### src/design/rld_pkg.sv
// package with constants and types for the relay low-side driver protection block
package rld_pkg;
	localparam int          NUM_REL          = 2;      // two relay drivers
	localparam int          FRAME_BITS       = 24;     // exact clock count for a valid frame
	localparam int          CNT_W            = 5;      // width of the frame bit counter
	localparam logic [4:0]  FRAME_BITS_C     = 5'h18;  // 24 at counter width
	localparam logic [4:0]  CNT_MAX          = 5'h1F;  // counter saturates here
	localparam logic [1:0]  CTRL_RST         = 2'h0;   // relay control bits default off
	localparam logic        LOCK_RST         = 1'h0;   // lockout enable after reset
	localparam logic        SHDN_RST         = 1'h1;   // supply shutdown enable after reset
	localparam int          OP_MSB           = 23;     // opcode bit positions in the frame
	localparam int          OP_LSB           = 22;
	localparam logic [1:0]  OP_WRITE_CTRL    = 2'h1;   // write relay controls and config
	localparam logic [1:0]  OP_CLEAR         = 2'h2;   // clear latched status under a mask
	localparam int          F_REL_LSB        = 0;      // frame field: relay on bits [1:0]
	localparam int          F_LOCK           = 2;      // frame field: lockout enable
	localparam int          F_SHDN           = 3;      // frame field: supply shutdown enable
	localparam int          F_CLR_OVL_LSB    = 0;      // clear field: overload [1:0]
	localparam int          F_CLR_TSD_LSB    = 2;      // clear field: thermal [3:2]
	localparam int          F_CLR_OV         = 4;      // clear field: overvoltage
	localparam int          F_CLR_UV         = 5;      // clear field: undervoltage

	// latched fault status
	typedef struct packed {
		logic [1:0] overload;     // per relay overload
		logic [1:0] thermal;      // per relay first thermal level
		logic       overvoltage;  // supply over
		logic       undervoltage; // supply under
	} rld_status_t;

	// one accepted frame
	typedef struct packed {
		logic        valid;        // pulse: frame accepted
		logic [23:0] data;         // frame content
	} rld_frame_t;
endpackage

### src/design/rld_serial_frame.sv
// serial frame receiver that accepts only frames of exactly 24 clocks
`timescale 1ns/1ps
module rld_serial_frame (
	input  wire logic              clk,
	input  wire logic              rst,
	input  wire logic              sclk_s,   // synchronised serial clock
	input  wire logic              csn_s,    // synchronised chip select, low active
	input  wire logic              di_s,     // synchronised serial data
	output rld_pkg::rld_frame_t    frame     // accepted frame
);
	logic              sclk_d;   // previous serial clock
	logic              csn_d;    // previous chip select
	logic [23:0]       shreg;    // input shift register
	logic [4:0]        cnt;      // clock pulses in frame
	wire               rise      = sclk_s & ~sclk_d;
	wire               cs_end    = csn_s & ~csn_d;
	wire               exact     = (cnt == rld_pkg::FRAME_BITS_C);

	// shift on rising serial clock while selected, count pulses, deliver on deselect
	always_ff @(posedge clk or posedge rst) begin
		if (rst) begin
			sclk_d <= 1'b0;
			csn_d  <= 1'b1;
			shreg  <= 24'h000000;
			cnt    <= 5'h00;
			frame  <= '0;
		end else begin
			sclk_d      <= sclk_s;
			csn_d       <= csn_s;
			frame.valid <= cs_end & exact;
			if (cs_end && exact) begin
				frame.data <= shreg;
			end
			if (csn_s) begin
				cnt <= 5'h00;
			end else if (rise) begin
				shreg <= {shreg[22:0], di_s};
				if (cnt != rld_pkg::CNT_MAX) begin
					cnt <= cnt + 5'h01;
				end
			end
		end
	end

	a_frame_exact: assert property (@(posedge clk) disable iff (rst)
		frame.valid |-> $past(cnt) == rld_pkg::FRAME_BITS_C) else $error("frame accepted with wrong count");
	a_frame_reject: assert property (@(posedge clk) disable iff (rst)
		(cs_end && !exact) |=> !frame.valid) else $error("bad frame accepted");
	c_frame_ok: cover property (@(posedge clk) disable iff (rst) frame.valid);
endmodule

### src/design/rld_top.sv
// relay low-side driver control and protection logic
`timescale 1ns/1ps
// the block holds the two relay control bits and the supply-fault options written over
// the serial frame, latches the fault status, and gates the two low-side drivers
// hazard: a driver must never come on while its blocking fault is live or still latched,
// so the overload and thermal terms enter the driver gate directly as well as through the latch; supply terms gate only with shutdown enabled
// the serial pins belong to another clock and pass two flops before the frame receiver
// the fault inputs arrive filtered and on this clock, so they are used as they come
module rld_top (
	input  wire logic        MCLK,
	input  wire logic        RST,
	// serial pins, outside this clock
	input  wire logic        SERIAL_CHIP_SELECT_LOW, // pin, low active
	input  wire logic        SERIAL_CLK,             // pin
	input  wire logic        SERIAL_DATA_IN,         // pin
	// mode and fault inputs on this clock
	input  wire logic        FAIL_SAFE,              // fail-safe mode entry, same clock
	input  wire logic [1:0]  OVERLOAD_DET,           // per relay overcurrent, same clock
	input  wire logic        THERMAL_LEVEL_ONE,      // first_thermal_shutdown_level, same clock
	input  wire logic        SUPPLY_OVER,            // filtered overvoltage, same clock
	input  wire logic        SUPPLY_UNDER,           // filtered undervoltage, same clock
	// driver pins and readback of the stored state
	output logic             RELAY_DRIVER_ONE,       // relay_driver_one on
	output logic             RELAY_DRIVER_TWO,       // relay_driver_two on
	output logic [1:0]       RELAY_CONTROL,          // stored control bits
	output logic             SUPPLY_FAULT_LOCKOUT_ENABLE,
	output logic             LOWSIDE_SUPPLY_FAULT_SHUTDOWN_ENABLE,
	output rld_pkg::rld_status_t STATUS              // latched status
);
	// synchronisers, accepted frame and stored state
	logic [2:0]            sync_a;      // first synchroniser stage
	logic [2:0]            sync_b;      // second synchroniser stage
	rld_pkg::rld_frame_t   frame;       // accepted frame
	logic [1:0]            ctrl;        // relay control bits
	logic                  lock_en;     // supply_fault_lockout_enable
	logic                  shdn_en;     // lowside_supply_fault_shutdown_enable
	rld_pkg::rld_status_t  st;          // latched status
	logic [1:0]            drv;         // registered driver outputs

	// pin inputs: two flops each
	// reset value keeps chip select high so no false frame end follows reset
	// only the second stage feeds logic; the first may be metastable
	always_ff @(posedge MCLK or posedge RST) begin
		if (RST) begin
			sync_a <= 3'h2;
			sync_b <= 3'h2;
		end else begin
			sync_a <= {SERIAL_CLK, SERIAL_CHIP_SELECT_LOW, SERIAL_DATA_IN};
			sync_b <= sync_a;
		end
	end

	// frame receiver
	// it counts rising serial clocks and hands over a frame only on a clean 24 count
	// the receiver sees only the synchronised copies of the three pins
	rld_serial_frame i_rld_serial_frame (
		.clk    (MCLK),
		.rst    (RST),
		.sclk_s (sync_b[2]),
		.csn_s  (sync_b[1]),
		.di_s   (sync_b[0]),
		.frame  (frame)
	);

	// command decode
	// bits 23:22 carry the opcode; unknown opcodes fall through and change nothing
	// write frame: bit 0 relay one, bit 1 relay two, bit 2 lockout, bit 3 shutdown
	// clear frame: bits 1:0 overload, 3:2 thermal, bit 4 over, bit 5 under
	// a clear frame only lowers the bits whose mask position is one
	// the strobes are zero outside the accepted cycle so a stale frame is never reapplied
	wire [1:0] opcode   = frame.data[rld_pkg::OP_MSB:rld_pkg::OP_LSB];
	wire       wr_ctrl  = frame.valid && (opcode == rld_pkg::OP_WRITE_CTRL);
	wire       wr_clr   = frame.valid && (opcode == rld_pkg::OP_CLEAR);
	wire [1:0] clr_ovl  = wr_clr ? frame.data[rld_pkg::F_CLR_OVL_LSB +: 2] : 2'h0;
	wire [1:0] clr_tsd  = wr_clr ? frame.data[rld_pkg::F_CLR_TSD_LSB +: 2] : 2'h0;
	wire       clr_ov   = wr_clr && frame.data[rld_pkg::F_CLR_OV];
	wire       clr_uv   = wr_clr && frame.data[rld_pkg::F_CLR_UV];

	// fault events; thermal level one hits both relays
	// overload latches on every cycle the detector is high, driver on or not
	wire [1:0] tsd_evt  = {2{THERMAL_LEVEL_ONE}};
	// without lockout the supply bit drops once the condition is gone
	// with lockout it waits for a clear frame
	wire       ov_auto  = !lock_en && !SUPPLY_OVER;
	wire       uv_auto  = !lock_en && !SUPPLY_UNDER;

	// next status: set wins over clear
	// a fault present in the clear cycle keeps its bit, so software never loses an event
	wire [1:0] next_ovl = OVERLOAD_DET | (st.overload & ~clr_ovl);
	wire [1:0] next_tsd = tsd_evt | (st.thermal & ~clr_tsd);
	wire       next_ov  = SUPPLY_OVER | (st.overvoltage & ~clr_ov & ~ov_auto);
	wire       next_uv  = SUPPLY_UNDER | (st.undervoltage & ~clr_uv & ~uv_auto);

	// supply block: live fault, or latched under lockout, only if shutdown enabled
	// with shutdown disabled the relays ride through supply faults but the status still latches
	// the latched term counts only with lockout set
	wire       sup_live = SUPPLY_OVER | SUPPLY_UNDER;
	wire       sup_lat  = lock_en & (st.overvoltage | st.undervoltage);
	wire       sup_blk  = shdn_en & (sup_live | sup_lat);
	// live faults gate at once; latched ones keep the driver off until cleared
	// fail-safe and the supply block override every control bit
	wire [1:0] blk      = st.overload | st.thermal | OVERLOAD_DET | tsd_evt;
	wire [1:0] next_drv = (FAIL_SAFE || sup_blk) ? 2'h0 : (ctrl & ~blk);

	// control bits; fail-safe forces the relay bits to defaults
	// the lockout and shutdown options keep their value in fail-safe; only the relay bits fall back
	// a write frame accepted during fail-safe is dropped, so software must rewrite after leaving it
	always_ff @(posedge MCLK or posedge RST) begin
		if (RST) begin
			ctrl    <= rld_pkg::CTRL_RST;
			lock_en <= rld_pkg::LOCK_RST;
			shdn_en <= rld_pkg::SHDN_RST;
		end else if (FAIL_SAFE) begin
			ctrl    <= rld_pkg::CTRL_RST;
		end else if (wr_ctrl) begin
			ctrl    <= frame.data[rld_pkg::F_REL_LSB +: 2];
			lock_en <= frame.data[rld_pkg::F_LOCK];
			shdn_en <= frame.data[rld_pkg::F_SHDN];
		end
	end

	// status latches; no open-load bit exists for relays
	always_ff @(posedge MCLK or posedge RST) begin
		if (RST) begin
			st <= '0;
		end else begin
			st.overload     <= next_ovl;
			st.thermal      <= next_tsd;
			st.overvoltage  <= next_ov;
			st.undervoltage <= next_uv;
		end
	end

	// driver outputs
	// registered so the pins never glitch while the gate terms settle
	always_ff @(posedge MCLK or posedge RST) begin
		if (RST) begin
			drv <= 2'h0;
		end else begin
			drv <= next_drv;
		end
	end

	// port mirrors of the stored state; the coils see the registered drive bits
	assign RELAY_DRIVER_ONE                     = drv[0];
	assign RELAY_DRIVER_TWO                     = drv[1];
	assign RELAY_CONTROL                        = ctrl;
	assign SUPPLY_FAULT_LOCKOUT_ENABLE          = lock_en;
	assign LOWSIDE_SUPPLY_FAULT_SHUTDOWN_ENABLE = shdn_en;
	assign STATUS                               = st;

	// fail-safe, latched faults and the supply options against the driver gate
	a_failsafe_off: assert property (@(posedge MCLK) disable iff (RST)
		FAIL_SAFE |=> (drv == 2'h0) && (ctrl == rld_pkg::CTRL_RST)) else $error("fail-safe left relay on");
	a_overload_hold: assert property (@(posedge MCLK) disable iff (RST)
		(st.overload[0] && !clr_ovl[0]) |=> !drv[0] && st.overload[0]) else $error("overload not held");
	a_overload_latch: assert property (@(posedge MCLK) disable iff (RST)
		OVERLOAD_DET[1] |=> st.overload[1] && !drv[1]) else $error("overload not latched");
	a_thermal_off: assert property (@(posedge MCLK) disable iff (RST)
		THERMAL_LEVEL_ONE |=> st.thermal == 2'h3 && drv == 2'h0) else $error("thermal not handled");
	a_supply_latch: assert property (@(posedge MCLK) disable iff (RST)
		SUPPLY_OVER |=> st.overvoltage) else $error("overvoltage not latched");
	a_supply_off: assert property (@(posedge MCLK) disable iff (RST)
		(shdn_en && SUPPLY_UNDER) |=> drv == 2'h0) else $error("relay on in undervoltage");
	a_lockout_hold: assert property (@(posedge MCLK) disable iff (RST)
		(lock_en && shdn_en && st.undervoltage && !clr_uv && !wr_ctrl) |=> drv == 2'h0)
		else $error("lockout released");
	a_auto_recover: assert property (@(posedge MCLK) disable iff (RST)
		(!lock_en && !sup_live && !FAIL_SAFE && (blk == 2'h0) && !wr_ctrl) |=> drv == $past(ctrl))
		else $error("no auto recovery");
	a_exempt_on: assert property (@(posedge MCLK) disable iff (RST)
		(!shdn_en && !FAIL_SAFE && blk == 2'h0) |=> drv == $past(ctrl)) else $error("exempt relay turned off");
	a_clear_supply: assert property (@(posedge MCLK) disable iff (RST)
		(clr_ov && !SUPPLY_OVER) |=> !st.overvoltage) else $error("clear ignored");

	// relay two overload hold, per relay overload clear, relay one overload latch, per relay thermal hold and relay two thermal clear
	a_overload_one_latch: assert property (@(posedge MCLK) disable iff (RST)
		OVERLOAD_DET[0] |=> st.overload[0] && !drv[0]) else $error("relay one overload not latched");
	a_overload_two_hold: assert property (@(posedge MCLK) disable iff (RST)
		(st.overload[1] && !clr_ovl[1]) |=> !drv[1] && st.overload[1]) else $error("relay two overload not held");
	a_overload_clear: assert property (@(posedge MCLK) disable iff (RST)
		(clr_ovl[0] && !OVERLOAD_DET[0]) |=> !st.overload[0]) else $error("relay one overload not cleared");
	a_overload_two_clear: assert property (@(posedge MCLK) disable iff (RST)
		(clr_ovl[1] && !OVERLOAD_DET[1]) |=> !st.overload[1]) else $error("relay two overload not cleared");
	a_thermal_hold: assert property (@(posedge MCLK) disable iff (RST)
		(st.thermal[0] && !clr_tsd[0]) |=> st.thermal[0] && !drv[0]) else $error("relay one thermal not held");
	a_thermal_two_hold: assert property (@(posedge MCLK) disable iff (RST)
		(st.thermal[1] && !clr_tsd[1]) |=> st.thermal[1] && !drv[1]) else $error("relay two thermal not held");
	a_thermal_clear: assert property (@(posedge MCLK) disable iff (RST)
		(clr_tsd[1] && !THERMAL_LEVEL_ONE) |=> !st.thermal[1]) else $error("thermal not cleared");

	// supply bits, auto drop without lockout, writes refused in fail-safe
	// and the drive never standing above its own control bit
	a_under_latch: assert property (@(posedge MCLK) disable iff (RST)
		SUPPLY_UNDER |=> st.undervoltage) else $error("undervoltage not latched");
	a_over_off: assert property (@(posedge MCLK) disable iff (RST)
		(shdn_en && SUPPLY_OVER) |=> drv == 2'h0) else $error("relay on in overvoltage");
	a_auto_drop: assert property (@(posedge MCLK) disable iff (RST)
		(!lock_en && !SUPPLY_UNDER) |=> !st.undervoltage) else $error("undervoltage bit kept without lockout");
	a_clear_under: assert property (@(posedge MCLK) disable iff (RST)
		(clr_uv && !SUPPLY_UNDER) |=> !st.undervoltage) else $error("undervoltage clear ignored");
	a_failsafe_nowrite: assert property (@(posedge MCLK) disable iff (RST)
		FAIL_SAFE |=> $stable(lock_en) && $stable(shdn_en)) else $error("options changed in fail-safe");
	a_drive_gated: assert property (@(posedge MCLK) disable iff (RST)
		(drv & ~$past(ctrl)) == 2'h0) else $error("driver on without control bit");
	a_config_write: assert property (@(posedge MCLK) disable iff (RST)
		(wr_ctrl && !FAIL_SAFE) |=> ctrl == $past(frame.data[rld_pkg::F_REL_LSB +: 2])
		&& lock_en == $past(frame.data[rld_pkg::F_LOCK])) else $error("write not applied");

	// main scenarios reached by the bench
	c_relay_on: cover property (@(posedge MCLK) disable iff (RST) drv == 2'h3);
	c_lockout: cover property (@(posedge MCLK) disable iff (RST) sup_lat && !sup_live);
	c_clear: cover property (@(posedge MCLK) disable iff (RST) wr_clr && st.overload != 2'h0);
endmodule

### config.mk
export PLATFORM = sky130hd
export DESIGN_NAME = rld_top
export DESIGN_NICKNAME = d
export VERILOG_FILES = /design/src/design/rld_pkg.sv /design/src/design/rld_serial_frame.sv /design/src/design/rld_top.sv
export SDC_FILE = /design/constraint.sdc
export NUM_CORES = 1
export LEC_CHECK = 0
export ABC_AREA = 1
export CAP_MARGIN = 0
export CORE_MARGIN = 3
export CORE_UTILIZATION = 58
export CTS_CLUSTER_DIAMETER = 200
export DETAILED_ROUTE_END_ITERATION = 10
export DONT_BUFFER_PORTS = 1
export PLACE_DENSITY_LB_ADDON = 0.08
export SYNTH_ARGS = -nofsm -noshare
export SYNTH_HDL_FRONTEND = slang
export SYNTH_HIERARCHICAL = 1
export SYNTH_SLANG_ARGS = --single-unit
export TNS_END_PERCENT = 1
### constraint.sdc
create_clock -name MCLK -period 1.77 [get_ports MCLK]
set_clock_uncertainty 0.15 [all_clocks]
set_input_delay 0 -clock MCLK [delete_from_list [all_inputs] [get_ports MCLK]]
set_output_delay 0 -clock MCLK [all_outputs]
set_load 0.05 [all_outputs]
==> summary.md <==
| Metric | Value |
|---|---|
| Total Nets Final | 274 |
| Crit path time final | 1670 ps |
| Remaining global-route overflow | 0 |
| DRT Wirelength | 4160 um |
| Buffers on Ports | 0 |
| Final hold viol count | 0 |
| Tot Pwr | 0.00310 W |
| Die area | 4790 um^2 |
| Hold_ws | 65.3 ps |
| Status | finished clean |
| Crit-path cells | ha_2, nand2_1, nor2_1, ha_2, nand3b_1, buf_4, nand2_1, a21oi_1 |
| First-pass GRT wire length | 7400 um |
| Leakage | 1.39 nW |
| DRT iter0 DRCs | 65 |
| H-tree lvl count | 3 |
| Worst vdd ir | 0.788 mV |
| Initial antenna violation count | 0 |
| CP Class | flip-flop to flip-flop |
| Hold_sp | SERIAL_CHIP_SELECT_LOW |
| Syn nets | 253 |
| Worst Setup End Kind | flip-flop |
| Crit path buf inv count | 1 |
| Reg-to-Reg Start | i_rld_serial_frame/cnt[0]$_DFFE_PP0P_ |
| DRC viols | 0 |
| Ant diodes | 0 |
| Worst-path clk slew | 60 ps |
| Crit-path max cell delay | 390 ps |
| Largest net degree at the start of global routing | 49 |
| Crit path launch | i_rld_serial_frame/cnt[0]$_DFFE_PP0P_ |
| Wirelength per Cell | 13.3 um |
| Layout cells sized above 1 | 15.1% |
| CP arrival | 1780 ps |
| Max-slew violation count | 0 |
| Vias per cell | 5.04 |
| Post-Syn Instances | 239 |
| Number of CTS-inserted buffers | 9 |
| Max Clock Freq | 598 MHz |
| Setup violations, final | 0 |
| CTS tree | built |
| HPWL Detailed | 2680 um |
| Core Area | 3770 um^2 |
| P per Cell Area | 1120 nW/um^2 |
| CTS Sinks | 58 |
| GRT Resource Usage Total | 20.2% |
| Area growth syn-to-layout | 18.7% |
| Yosys Warn Count | 6 |
| Commonest non-fill, non-tap cell in the layout | dfrtp_1 |
| Cell area after synthesis | 2320 um^2 |
| Worst setup SP type | flip-flop |
| Max FO, Critical Path | 3 |
| Worst min path class | input pin to flip-flop |
| Largest delay share family, worst path | adder cells |
| Worst EP required | 1880 ps |
| Vias | 1579 |
| Fill cells | 273 |
| I/O pins | 23 |
| Vias in the first global route | 1609 |
| Tightest Pin Transition | 712 ps |
| Syn_area_per_cell | 9.71 um^2 |
| Rel. slew slack | 52.5% |
| RSZ-0062 raised after global routing | no |
| RePlAce Congestion | 0.786 |
| Antenna Nets Post-Route | 0 |
| Clk buf depth | 2 |
| Drt first pass iters | 4 |
| Clock root cell | clkbuf_8 |
| Die height | 69.2 um |
| Most frequent cells in the layout | dfrtp_1, nand2_1, inv_1, nor2_1, nand3_1 |
| CP max stage cell | dfrtp_1 |
| Tcrit/Tclk final | 94.5% |
| Initial Util | 61.5% |
| MaxCap Viol Count | 0 |
| Die span in x | 69.2 um |
| Site row count | 22 |
| Clk_lat worst skew | 330 ps |
## registers in the layout (all words and copies together) (netlist names)
name	cells
i_rld_serial_frame/frame	9
drv	2
i_rld_serial_frame/shreg	24
LOWSIDE_SUPPLY_FAULT_SHUTDOWN_ENABLE	1
sync_b	3
SUPPLY_FAULT_LOCKOUT_ENABLE	1
sync_a	3
i_rld_serial_frame/sclk_d	1
i_rld_serial_frame/csn_d	1
i_rld_serial_frame/cnt	5
RELAY_CONTROL	2
STATUS	6
## metal layers
metal	up-vias	global-route usage [%]	part of all wire, %
met5	-	0	0
met4	0	9.54	1.9
met3	11	9.42	5.2
met2	37	30.3	49
met1	742	24.8	44
li1	789	-	-
## stage by stage
| step | TNS (ps) | instances | util (%) | setup slack [ps] | cell area, um^2 |
|---|---|---|---|---|---|
| final | 0 | 313 | 73.0 | 97.9 | 2750 |
| after global routing | 0 | 313 | 73.0 | 2.00 | 2750 |
| after CTS | 0 | 309 | 71.5 | 85.6 | 2700 |
| after detailed placement | -7.27 | 283 | 63.0 | -7.27 | 2370 |
| after global placement | 0 | 283 | 63.0 | 124 | 2370 |
| after floorplan | 0 | 239 | - | 172 | 2320 |
## cell type report
class                           count  area [um^2]  area share (%)
Clock buffer                       11          141            5.14
Tap cell                           48         60.1            2.18
Sequential cell                    58         1460            52.9
Clock inverter                      5         77.6            2.82
Multi-Input combinational cell    139          693            25.2
Inverter                           31          116            4.23
Timing Repair Buffer               21          208            7.55
## where the power goes
part / total, W / switching (W) / leakage [nW] / internal, W
clock: 0.00132 / 0.000490 / 0.109 / 0.000825
sequential: 0.00154 / 0.0000698 / 0.706 / 0.00147
combinational: 0.000238 / 0.000145 / 0.570 / 0.0000933
total: 0.00310 / 0.000705 / 1.39 / 0.00239
## final timing paths
kind	depth (start not counted)	slack, ps	end
min	1	70	sync_a[1]$_DFF_PP1_
min in group asynchronous	2	120	sync_a[2]$_DFF_PP0_
max in group asynchronous	2	890	SUPPLY_FAULT_LOCKOUT_ENABLE$_DFFE_PP0P_
min reg2reg	0	200	sync_b[0]$_DFF_PP0_
max reg2reg	8	100	i_rld_serial_frame/cnt[4]$_DFFE_PP0P_
max	8	100	i_rld_serial_frame/cnt[4]$_DFFE_PP0P_
## timing repair
action | in CTS | in global routing
buffers inserted | 0 | 4
setup endpoints to repair | 2 | 6
hold endpoints to repair | 73 | 0
pin swaps | 0 | 1
resized for setup | 1 | 4
hold buffers | 10 | 0
(Power assumes the default switching activity.)
